`src/rtl/uart_rx_cfg.svh`:
```
`ifndef UART_RX_CFG_SVH
`define UART_RX_CFG_SVH

// ********
// register byte offsets
// ********
`define RX_CTRL_OFS        12'h000
`define RX_BAUD_OFS        12'h004
`define RX_STATUS_OFS      12'h008
`define RX_DATA_OFS        12'h00C

// ********
// control register fields
// ********
`define RX_CTRL_EN_BIT     0
`define RX_CTRL_DS_BIT     1
`define RX_CTRL_PEN_BIT    2
`define RX_CTRL_PODD_BIT   3
`define RX_CTRL_CSZ_LSB    4
`define RX_CTRL_CSZ_MSB    7
`define RX_CTRL_RESET      32'h0000_0080

// ********
// status register fields
// ********
`define RX_STAT_RXC_BIT    0
`define RX_STAT_FE_BIT     1
`define RX_STAT_DOR_BIT    2
`define RX_STAT_PE_BIT     3
`define RX_STAT_BUSY_BIT   4

// ********
// baud divisor and sampling counts
// ********
`define RX_BAUD_W          12
`define RX_BAUD_RESET      12'h000
`define RX_SPB_NORMAL      5'h10
`define RX_SPB_DOUBLE      5'h08
`define RX_VOTE_NORMAL     5'h08
`define RX_VOTE_DOUBLE     5'h04
`define RX_CSZ_MIN         4'h5
`define RX_CSZ_MAX         4'h9
`define RX_CSZ_DEFAULT     4'h8

// ********
// bus answers
// ********
`define AXI_RESP_OKAY      2'b00
`define AXI_RESP_SLVERR    2'b10

`endif

```
`src/rtl/uart_rx_pkg.sv`:
```
package uart_rx_pkg;

  // ****************************************************************
  // receiver sequencing states
  // ****************************************************************
  typedef enum logic [2:0] {
    st_idle,   // waiting for a falling edge
    st_start,  // checking and timing the start bit
    st_bits,   // data and parity bits
    st_stop,   // first stop bit
    st_tail    // double speed hold-off after stop vote
  } rx_state_e;

  // ****************************************************************
  // one stored frame with its status
  // ****************************************************************
  typedef struct packed {
    logic       frame_err;   // stop bit voted low
    logic       overrun;     // frame(s) lost before this one
    logic       parity_err;  // parity mismatch
    logic [8:0] data;        // data bits, lsb first on the wire
  } rx_entry_s;

endpackage : uart_rx_pkg

```
`src/rtl/rx_line_sync.sv`:
```
`timescale 1ns/1ps

// ****************************************************************
// three stage pin synchroniser with agreement filter
// ****************************************************************
module rx_line_sync (
  // clock and reset
  input  wire logic aclk,
  input  wire logic aresetn,
  // raw pin and clean level
  input  wire logic pin_in,
  output logic      level_out
);

  logic s1;  // metastability catcher, read only by s2
  logic s2;  // second stage
  logic s3;  // third stage

  // shift chain; idle line is high, so reset to one
  always_ff @(posedge aclk) begin
    if (!aresetn) begin
      s1 <= 1'b1;
      s2 <= 1'b1;
      s3 <= 1'b1;
    end else begin
      s1 <= pin_in;
      s2 <= s1;
      s3 <= s2;
    end
  end

  // a change counts only once stages two and three agree
  always_ff @(posedge aclk) begin
    if (!aresetn) begin
      level_out <= 1'b1;
    end else if (s2 == s3) begin
      level_out <= s3;
    end
  end

endmodule : rx_line_sync

```
`src/rtl/uart_rx_recovery.sv`:
```
`timescale 1ns/1ps
`include "uart_rx_cfg.svh"

// Notes on behaviour
// - sample sixteen per bit, eight double speed
// - double speed when select bit is one
// - falling edge on idle line is sample one
// - start checked at 8,9,10 or 4,5,6
// - majority high start is noise, rearm
// - resynchronise sample phase on every start bit
// - per-bit state counter indexes each sample
// - two-of-three vote decides every bit
// - vote window starts 8 or 4
// - only first stop bit is received
// - low stop bit sets frame error flag
// - next start right after stop vote (normal)
// - data plus parity five to ten bits
// - error flags stored with their frame
// - disable drops frame and flushes buffer
// - parity checked when check enable set
module uart_rx_recovery (
  // clock and reset
  input  wire logic        aclk,
  input  wire logic        aresetn,
  // axi4-lite write address
  input  wire logic [11:0] s_axi_awaddr,
  input  wire logic        s_axi_awvalid,
  output logic             s_axi_awready,
  // axi4-lite write data
  input  wire logic [31:0] s_axi_wdata,
  input  wire logic [3:0]  s_axi_wstrb,
  input  wire logic        s_axi_wvalid,
  output logic             s_axi_wready,
  // axi4-lite write response
  output logic [1:0]       s_axi_bresp,
  output logic             s_axi_bvalid,
  input  wire logic        s_axi_bready,
  // axi4-lite read address
  input  wire logic [11:0] s_axi_araddr,
  input  wire logic        s_axi_arvalid,
  output logic             s_axi_arready,
  // axi4-lite read data
  output logic [31:0]      s_axi_rdata,
  output logic [1:0]       s_axi_rresp,
  output logic             s_axi_rvalid,
  input  wire logic        s_axi_rready,
  // serial line
  input  wire logic        serial_rx_pin
);

  // ****************************************************************
  // control registers
  // ****************************************************************
  logic                  receiver_enable_bit;  // reception on
  logic                  double_speed_select;  // eight samples per bit
  logic                  parity_check_enable;  // compare parity bit
  logic                  parity_odd;           // odd parity when set
  logic [3:0]            char_size;            // data bits, 5..9
  logic [`RX_BAUD_W-1:0] baud_divisor;         // sample tick period - 1

  // ****************************************************************
  // receiver datapath
  // ****************************************************************
  uart_rx_pkg::rx_state_e state;      // sequencer
  logic                  rx_line;     // synchronised line
  logic [`RX_BAUD_W-1:0] baud_cnt;    // tick divider
  logic                  tick;        // one sample instant
  logic [4:0]            samp_cnt;    // per-bit state, 1..spb
  logic [3:0]            bit_idx;     // bit within frame
  logic [1:0]            votes;       // first two centre samples
  logic                  line_high;   // idle level seen, edge armed
  logic [9:0]            frame_bits;  // data then parity
  logic                  frame_done;  // one-cycle completion pulse
  uart_rx_pkg::rx_entry_s done_entry; // frame handed to buffer
  logic                  ovr_pend;    // loss waiting for next frame

  // ****************************************************************
  // receive buffer, two entries
  // ****************************************************************
  uart_rx_pkg::rx_entry_s buf_mem [2];
  logic                  wr_ptr;      // next slot written
  logic                  rd_ptr;      // slot shown to software
  logic [1:0]            buf_cnt;     // entries held
  logic                  pop;         // data register read

  // ****************************************************************
  // mode-dependent figures
  // ****************************************************************
  logic [4:0] spb;       // samples per bit
  logic [4:0] vote_lo;   // first voting sample
  logic [4:0] snum;      // number of the sample now taken
  logic [3:0] csz;       // legal character size
  logic [3:0] last_idx;  // index of last data or parity bit
  logic       vote;      // majority of the three centre samples
  logic       calc_par;  // parity computed over data bits

  // sample rate and voting window follow the speed select
  always_comb begin
    spb     = double_speed_select ? `RX_SPB_DOUBLE
                                  : `RX_SPB_NORMAL;
    vote_lo = double_speed_select ? `RX_VOTE_DOUBLE
                                  : `RX_VOTE_NORMAL;
    snum    = (samp_cnt == spb) ? 5'h01 : samp_cnt + 5'h01;
    // out-of-range sizes fall back to eight bits
    if (char_size < `RX_CSZ_MIN || char_size > `RX_CSZ_MAX) begin
      csz = `RX_CSZ_DEFAULT;
    end else begin
      csz = char_size;
    end
    last_idx = csz - 4'h1 + {3'h0, parity_check_enable};
    vote = (votes[0] & votes[1]) | (votes[0] & rx_line)
         | (votes[1] & rx_line);
  end

  // parity of the data bits only, odd setting inverts
  always_comb begin
    calc_par = parity_odd;
    for (int i = 0; i < 9; i++) begin
      if (i < int'(csz)) begin
        calc_par = calc_par ^ frame_bits[i];
      end
    end
  end

  // ****************************************************************
  // line conditioning and sample tick
  // ****************************************************************
  rx_line_sync u_sync (
    .aclk      (aclk),
    .aresetn   (aresetn),
    .pin_in    (serial_rx_pin),
    .level_out (rx_line)
  );

  // divider reloads from the divisor; held while disabled
  always_ff @(posedge aclk) begin
    if (!aresetn || !receiver_enable_bit) begin
      baud_cnt <= `RX_BAUD_RESET;
      tick     <= 1'b0;
    end else if (baud_cnt == 0) begin
      baud_cnt <= baud_divisor;
      tick     <= 1'b1;
    end else begin
      baud_cnt <= baud_cnt - 1'b1;
      tick     <= 1'b0;
    end
  end

  // ****************************************************************
  // clock and data recovery sequencer
  // ****************************************************************
  // disable kills a frame mid-flight; nothing of it survives
  always_ff @(posedge aclk) begin
    frame_done <= 1'b0;
    if (!aresetn || !receiver_enable_bit) begin
      state      <= uart_rx_pkg::st_idle;
      samp_cnt   <= 5'h00;
      bit_idx    <= 4'h0;
      votes      <= 2'b00;
      line_high  <= 1'b0;
      frame_bits <= 10'h000;
      done_entry <= '0;
    end else if (tick) begin
      unique case (state)
        uart_rx_pkg::st_idle: begin
          line_high <= rx_line;
          // first low after a high sample starts the count
          if (line_high && !rx_line) begin
            state    <= uart_rx_pkg::st_start;
            samp_cnt <= 5'h01;
          end
        end
        uart_rx_pkg::st_start: begin
          samp_cnt <= snum;
          if (snum == vote_lo) begin
            votes[0] <= rx_line;
          end
          if (snum == vote_lo + 5'h01) begin
            votes[1] <= rx_line;
          end
          if (snum == vote_lo + 5'h02 && vote) begin
            // spike rejected; wait for the line to rise again
            state     <= uart_rx_pkg::st_idle;
            line_high <= 1'b0;
            samp_cnt  <= 5'h00;
          end else if (snum == spb) begin
            state   <= uart_rx_pkg::st_bits;
            bit_idx <= 4'h0;
          end
        end
        uart_rx_pkg::st_bits: begin
          samp_cnt <= snum;
          if (snum == vote_lo) begin
            votes[0] <= rx_line;
          end
          if (snum == vote_lo + 5'h01) begin
            votes[1] <= rx_line;
          end
          if (snum == vote_lo + 5'h02) begin
            frame_bits[bit_idx] <= vote;
          end
          if (snum == spb) begin
            if (bit_idx == last_idx) begin
              state <= uart_rx_pkg::st_stop;
            end else begin
              bit_idx <= bit_idx + 4'h1;
            end
          end
        end
        uart_rx_pkg::st_stop: begin
          samp_cnt <= snum;
          if (snum == vote_lo) begin
            votes[0] <= rx_line;
          end
          if (snum == vote_lo + 5'h01) begin
            votes[1] <= rx_line;
          end
          if (snum == vote_lo + 5'h02) begin
            // further stop bits are simply idle line
            frame_done            <= 1'b1;
            done_entry.frame_err  <= ~vote;
            done_entry.parity_err <= parity_check_enable
                                   & (calc_par != frame_bits[csz]);
            done_entry.data       <= frame_bits[8:0]
                                   & ~(9'h1FF << csz);
            done_entry.overrun    <= 1'b0;
            // a low stop bit needs a high line before rearming
            line_high <= vote;
            if (double_speed_select) begin
              state <= uart_rx_pkg::st_tail;
            end else begin
              state    <= uart_rx_pkg::st_idle;
              samp_cnt <= 5'h00;
            end
          end
        end
        uart_rx_pkg::st_tail: begin
          // coarser sampling: first low counted one sample later
          state     <= uart_rx_pkg::st_idle;
          samp_cnt  <= 5'h00;
          line_high <= line_high & rx_line;
        end
      endcase
    end
  end

  // ****************************************************************
  // receive buffer with per-frame status
  // ****************************************************************
  logic do_push;  // completed frame finds room
  assign do_push = frame_done && (buf_cnt != 2'h2 || pop);

  // flushed on disable; overrun rides with the next stored frame
  always_ff @(posedge aclk) begin
    if (!aresetn || !receiver_enable_bit) begin
      wr_ptr   <= 1'b0;
      rd_ptr   <= 1'b0;
      buf_cnt  <= 2'h0;
      ovr_pend <= 1'b0;
    end else begin
      if (do_push) begin
        buf_mem[wr_ptr]         <= done_entry;
        buf_mem[wr_ptr].overrun <= ovr_pend;
        wr_ptr                  <= ~wr_ptr;
        ovr_pend                <= 1'b0;
      end else if (frame_done) begin
        ovr_pend <= 1'b1;
      end
      if (pop) begin
        rd_ptr <= ~rd_ptr;
      end
      buf_cnt <= buf_cnt + {1'b0, do_push} - {1'b0, pop};
    end
  end

  // ****************************************************************
  // axi4-lite write channel
  // ****************************************************************
  logic wr_go;  // both halves present, slave free
  assign wr_go = s_axi_awvalid && s_axi_wvalid && !s_axi_awready
              && !s_axi_bvalid;

  // address and data taken together, response the cycle after
  always_ff @(posedge aclk) begin
    if (!aresetn) begin
      s_axi_awready <= 1'b0;
      s_axi_wready  <= 1'b0;
      s_axi_bvalid  <= 1'b0;
      s_axi_bresp   <= `AXI_RESP_OKAY;
    end else begin
      s_axi_awready <= wr_go;
      s_axi_wready  <= wr_go;
      if (s_axi_awready) begin
        s_axi_bvalid <= 1'b1;
        // status and data are read-only; writes there are refused
        s_axi_bresp  <= (s_axi_awaddr == `RX_CTRL_OFS
                      || s_axi_awaddr == `RX_BAUD_OFS)
                      ? `AXI_RESP_OKAY : `AXI_RESP_SLVERR;
      end else if (s_axi_bready) begin
        s_axi_bvalid <= 1'b0;
      end
    end
  end

  // a literal cannot be bit-selected, so name the reset word
  localparam logic [31:0] ctrl_rst = `RX_CTRL_RESET;

  // register update on the accepting cycle, byte lanes honoured
  always_ff @(posedge aclk) begin
    if (!aresetn) begin
      receiver_enable_bit <= ctrl_rst[`RX_CTRL_EN_BIT];
      double_speed_select <= ctrl_rst[`RX_CTRL_DS_BIT];
      parity_check_enable <= ctrl_rst[`RX_CTRL_PEN_BIT];
      parity_odd          <= ctrl_rst[`RX_CTRL_PODD_BIT];
      char_size <= ctrl_rst[`RX_CTRL_CSZ_MSB:`RX_CTRL_CSZ_LSB];
      baud_divisor        <= `RX_BAUD_RESET;
    end else if (s_axi_awready) begin
      if (s_axi_awaddr == `RX_CTRL_OFS && s_axi_wstrb[0]) begin
        receiver_enable_bit <= s_axi_wdata[`RX_CTRL_EN_BIT];
        double_speed_select <= s_axi_wdata[`RX_CTRL_DS_BIT];
        parity_check_enable <= s_axi_wdata[`RX_CTRL_PEN_BIT];
        parity_odd          <= s_axi_wdata[`RX_CTRL_PODD_BIT];
        char_size <= s_axi_wdata[`RX_CTRL_CSZ_MSB:`RX_CTRL_CSZ_LSB];
      end
      if (s_axi_awaddr == `RX_BAUD_OFS) begin
        if (s_axi_wstrb[0]) begin
          baud_divisor[7:0] <= s_axi_wdata[7:0];
        end
        if (s_axi_wstrb[1]) begin
          baud_divisor[`RX_BAUD_W-1:8] <= s_axi_wdata[`RX_BAUD_W-1:8];
        end
      end
    end
  end

  // ****************************************************************
  // axi4-lite read channel
  // ****************************************************************
  uart_rx_pkg::rx_entry_s head;  // oldest unread frame
  assign head = buf_mem[rd_ptr];
  assign pop  = s_axi_arvalid && !s_axi_arready && !s_axi_rvalid
             && s_axi_araddr == `RX_DATA_OFS && buf_cnt != 2'h0;

  // read taken one cycle after arvalid, data the cycle after that
  always_ff @(posedge aclk) begin
    if (!aresetn) begin
      s_axi_arready <= 1'b0;
      s_axi_rvalid  <= 1'b0;
      s_axi_rdata   <= 32'h0000_0000;
      s_axi_rresp   <= `AXI_RESP_OKAY;
    end else begin
      s_axi_arready <= s_axi_arvalid && !s_axi_arready && !s_axi_rvalid;
      if (s_axi_arvalid && !s_axi_arready && !s_axi_rvalid) begin
        s_axi_rdata <= 32'h0000_0000;
        s_axi_rresp <= `AXI_RESP_OKAY;
        unique case (s_axi_araddr)
          `RX_CTRL_OFS: begin
            s_axi_rdata[`RX_CTRL_EN_BIT]   <= receiver_enable_bit;
            s_axi_rdata[`RX_CTRL_DS_BIT]   <= double_speed_select;
            s_axi_rdata[`RX_CTRL_PEN_BIT]  <= parity_check_enable;
            s_axi_rdata[`RX_CTRL_PODD_BIT] <= parity_odd;
            s_axi_rdata[`RX_CTRL_CSZ_MSB:`RX_CTRL_CSZ_LSB] <= char_size;
          end
          `RX_BAUD_OFS: begin
            s_axi_rdata[`RX_BAUD_W-1:0] <= baud_divisor;
          end
          `RX_STATUS_OFS: begin
            // error flags describe the oldest unread frame; busy shows the sequencer out of idle
            s_axi_rdata[`RX_STAT_RXC_BIT]  <= buf_cnt != 2'h0;
            s_axi_rdata[`RX_STAT_FE_BIT]   <= (buf_cnt != 2'h0)
                                            & head.frame_err;
            s_axi_rdata[`RX_STAT_DOR_BIT]  <= (buf_cnt != 2'h0)
                                            & head.overrun;
            s_axi_rdata[`RX_STAT_PE_BIT]   <= (buf_cnt != 2'h0)
                                            & head.parity_err;
            s_axi_rdata[`RX_STAT_BUSY_BIT] <=
              state != uart_rx_pkg::st_idle;
          end
          `RX_DATA_OFS: begin
            // empty buffer reads zero and pops nothing
            if (buf_cnt != 2'h0) begin
              s_axi_rdata[8:0] <= head.data;
            end
          end
          default: begin
            s_axi_rresp <= `AXI_RESP_SLVERR;
          end
        endcase
      end
      if (s_axi_arready) begin
        s_axi_rvalid <= 1'b1;
      end else if (s_axi_rready) begin
        s_axi_rvalid <= 1'b0;
      end
    end
  end

endmodule : uart_rx_recovery

```
`config.mk`:
```
export PLATFORM = sky130hd
export DESIGN_NAME = uart_rx_recovery
export DESIGN_NICKNAME = d
export VERILOG_FILES = /design/src/rtl/uart_rx_pkg.sv /design/src/rtl/rx_line_sync.sv /design/src/rtl/uart_rx_recovery.sv
export VERILOG_INCLUDE_DIRS = /design/src /design/src/rtl
export SDC_FILE = /design/constraint.sdc
export NUM_CORES = 1
export LEC_CHECK = 0
export BUFFER_PORTS_ARGS = -buffer_cell sky130_fd_sc_hd__buf_4
export CORE_AREA = 3 3 130 132
export DETAILED_ROUTE_END_ITERATION = 7
export DIE_AREA = 0 0 133 135
export MAX_ROUTING_LAYER = met4
export PLACE_DENSITY = 0.63
export SKIP_LAST_GASP = 1
export SLEW_MARGIN = 20
export SYNTH_ARGS = -nofsm -noshare
export SYNTH_HDL_FRONTEND = slang
export SYNTH_HIERARCHICAL = 1
export SYNTH_SLANG_ARGS = --single-unit
```
`constraint.sdc`:
```
create_clock -name aclk -period 3.7 [get_ports aclk]
set_input_delay 0.74 -clock aclk [delete_from_list [all_inputs] [get_ports aclk]]
set_output_delay 0.74 -clock aclk [all_outputs]
set_load 0.02 [all_outputs]
```
==> out/qor.yml <==
syn_area_per_cell_um2: 9.80
netlist_top_cells_area: "sky130_fd_sc_hd__dfxtp_1 (31%), sky130_fd_sc_hd__edfxtp_1 (11%), sky130_fd_sc_hd__mux2i_1 (7.5%), sky130_fd_sc_hd__nor2_1 (3.9%), sky130_fd_sc_hd__ha_1 (3.2%)"
totalNegativeSetupSlack_ns: 0
port_buffers: 64
hold_violations: 0
grt_start_max_net_pins: 48
holdBufCountCts: 0
clock_skew_ns: 0.00850
die_w_um: 133
post-synth-top-count-cell: "sky130_fd_sc_hd__dfxtp_1"
initial_utilization: 0.396
yosys.area_share.simple: 0.201
fillers: 1462
yosys.area_share.adder: 0.0335
number_of_antenna_violations_at_the_first_check_in_global_routing: 0
synth.cells.most_frequent: "sky130_fd_sc_hd__dfxtp_1 (98), sky130_fd_sc_hd__nor2_1 (65), sky130_fd_sc_hd__mux2i_1 (47)"
post_synth_num_cell_types: 76
timing.critical_path.from_type: "flop"
run_status: "completed"
cts_buffer_depth: 2
power_density_nw_per_um2: 428
sum_of_net_half_perimeters_after_detailed_placement_mm: 10.4
synth_top_family_by_area: "simple AND/OR/NAND/NOR gates"
synth.area.mux_share: 0.0929
synth.cell_area_um2: 6270
worst_case_setup_slack_after_placement_ns: 0.485
min_period_ns: 3.14
synth-main-ff-cell: "sky130_fd_sc_hd__dfxtp_1"
setup_repair_after_global_routing_missed_its_margin: "false"
synthCells: 640
drc: 0
floorplan_core_area_um2: 15800
numPlacedInstances: 893
layout-drive-gt1-share: 0.195
boundaryPins: 109
total_via_count_in_the_routed_design: 4726
power_leakage_nw: 2.94
initialDrtViolationCount: 271
routed_wire_length_per_instance_um: 15.6
gp_congestion: 0.856
multi_input_comb_area_um2: 3290
timing.final.max_slew_violations: 0
drtPass1Iterations: 5
ff_latch_area_um2: 2680
numClockSinks: 122
fin_ws_ns: 0.561
min_path_type: "reg -> reg"
clk_pin_slew_ns: 0.06
vias_in_the_first_global_route: 4691
arrival_ns: 3.42
ys_async_sr_fraction: 0
critPathKind: "reg -> reg"
postSynthRegisterBits: 122
clock_tree.htree_level_count: 4
grt_overflow: 0
synthToLayoutAreaGrowth_pct: 18.9
synth.yosys.warnings: 6
antenna_violating_nets_post_route: 0
final_period_util: 0.848
cts-buffers-inserted: 17
root_buffer: "sky130_fd_sc_hd__clkbuf_16"
grt_first_pass_wirelength_mm: 23.6
worstPathMaxFanout: 6
die-height_um: 135
clk_latency_ns: 0.42
cts_repair_resize_count: 0
netlist.top_cell.by_area: "sky130_fd_sc_hd__dfxtp_1"
synthesized_area_fraction_occupied_by_ao_oa_aoi_and_oai_cells: 0.146
antennaDiodeCount: 0
setup.worst_path.end_class: "flop"
final.hold.worst_slack_ns: 0.407
synth-edff-count: 24
drv_cap: 0
synthDominantCellAreaShare: 0.313
synth_xor_xnor_area_share: 0.0371
design.final.nets: 780
finalSetupViolations: 0
fmax_mhz: 319
drt-vias-per-instance: 5.11
grt_usage: 0.169
power.ir.vdd_worst_v: 0.000307
route.final.wire_length_mm: 14.4
tritoncts: "yes"
tightestPinTransition_ns: 0.767
timing.max_slew.rel_slack: 0.485
fp.dieArea_um2: 18000
std_cell_rows: 46
critical_path_required_ns: 3.99
synth_seq_area_share: 0.428
cts_setup_buffers: 0
instances_no_fill: 925
[metal layers]
layer	wire length, um	up-vias	GRT usage
li1	-	2354	-
met1	6620	2214	0.203
met2	6810	138	0.275
met3	746	20	0.0410
met4	242	0	0.0658
met5	0	-	-
[placed cells by master, fill, tap and decap left out, types with 3 or more instances in the layout]
cell,n
sky130_fd_sc_hd__mux2i_1,47
sky130_fd_sc_hd__ha_1,16
sky130_fd_sc_hd__nand4_1,4
sky130_fd_sc_hd__nand2b_1,15
sky130_fd_sc_hd__a22oi_1,4
sky130_fd_sc_hd__xor2_1,11
sky130_fd_sc_hd__nor3_1,6
sky130_fd_sc_hd__dfxtp_1,98
sky130_fd_sc_hd__nor2_1,65
sky130_fd_sc_hd__o211a_1,5
sky130_fd_sc_hd__a211oi_2,11
sky130_fd_sc_hd__nand2_1,38
sky130_fd_sc_hd__o31ai_1,4
sky130_fd_sc_hd__and2_1,6
sky130_fd_sc_hd__inv_6,3
sky130_fd_sc_hd__xnor2_1,13
sky130_fd_sc_hd__edfxtp_1,24
sky130_fd_sc_hd__o211ai_1,6
sky130_fd_sc_hd__clkbuf_16,20
sky130_fd_sc_hd__o21ai_0,20
sky130_fd_sc_hd__mux4_2,4
sky130_fd_sc_hd__nor4_1,5
sky130_fd_sc_hd__nand3b_1,7
sky130_fd_sc_hd__inv_1,17
sky130_fd_sc_hd__a21oi_1,23
sky130_fd_sc_hd__a32o_1,3
sky130_fd_sc_hd__o21a_1,5
sky130_fd_sc_hd__conb_1,22
sky130_fd_sc_hd__nand3_1,22
sky130_fd_sc_hd__nor2b_1,26
sky130_fd_sc_hd__a21boi_0,8
sky130_fd_sc_hd__a22o_1,4
sky130_fd_sc_hd__and3_1,12
sky130_fd_sc_hd__buf_4,70
[area by class of cell]
type / count / area share
tap: 216 / 0.0362
multi-input combinational: 467 / 0.441
clock inverter: 9 / 0.0124
timing repair buffer: 70 / 0.0705
sequential: 122 / 0.360
clock buffer: 23 / 0.0713
inverter: 18 / 0.00906
[where the power goes]
part | switching [W] | internal [W] | total [W] | leakage [nW]
clock network | 0.000625 | 0.00109 | 0.00171 | 0.303
registers | 0.00000497 | 0.00136 | 0.00136 | 1.06
logic | 0.0000635 | 0.0000521 | 0.000116 | 1.58
total | 0.000693 | 0.00250 | 0.00319 | 2.94
[cells by family after synthesis]
family,after synthesis
buffers and inverters,72
adder cells (fa/ha/maj),17
multiplexers,53
flip-flops,122
XOR/XNOR,25
other,1
AO/OA/AOI/OAI,117
AND/OR/NAND/NOR,233
[critical path, stage by stage, from the launching register on]
cell and delay, ns:
sky130_fd_sc_hd__dfxtp_1 0.41, sky130_fd_sc_hd__inv_1 0.11, sky130_fd_sc_hd__ha_1 0.23, sky130_fd_sc_hd__o21a_1 0.14, sky130_fd_sc_hd__o21ai_0 0.37, sky130_fd_sc_hd__ha_1 0.31
sky130_fd_sc_hd__nor2b_1 0.22, sky130_fd_sc_hd__nand2_1 0.24, sky130_fd_sc_hd__a2111oi_4 0.56, sky130_fd_sc_hd__nand3b_1 0.17, sky130_fd_sc_hd__mux2i_1 0.18, sky130_fd_sc_hd__nor2_1 0.05
[registers in the layout (all words and copies together) (netlist names), 3 cells and up, named ones only]
signal and cells:
buf_mem 24, s_axi_rdata 12, bit_idx 4, baud_cnt 12, samp_cnt 5, done_entry 11, baud_divisor 12, state 3
frame_bits 10, char_size 4
[stage by stage]
| step | power [W] | util | instance area, um2 |
|---|---|---|---|
| finish | 0.00319 | 0.471 | 7460 |
| global route | 0.00329 | 0.471 | 7460 |
| CTS | 0.00322 | 0.471 | 7460 |
| detailed placement | 0.00151 | 0.432 | 6830 |
| global placement | 0.00150 | 0.432 | 6830 |
| floorplan | 0.00147 | - | 6350 |
[final timing paths]
path                                 start                          to  slack (ns)  cells after the start
setup / recovery  samp_cnt[0]$_SDFFE_PP0P_  frame_bits[1]$_SDFFE_PP0P_        0.56                     11
hold / removal        u_sync/s1$_SDFF_PN1_        u_sync/s2$_SDFF_PN1_        0.41                      1
setup reg to reg  samp_cnt[0]$_SDFFE_PP0P_  frame_bits[1]$_SDFFE_PP0P_        0.56                     11
hold reg to reg       u_sync/s1$_SDFF_PN1_        u_sync/s2$_SDFF_PN1_        0.41                      1
No activity file was read; power rests on OpenSTA's default activity.
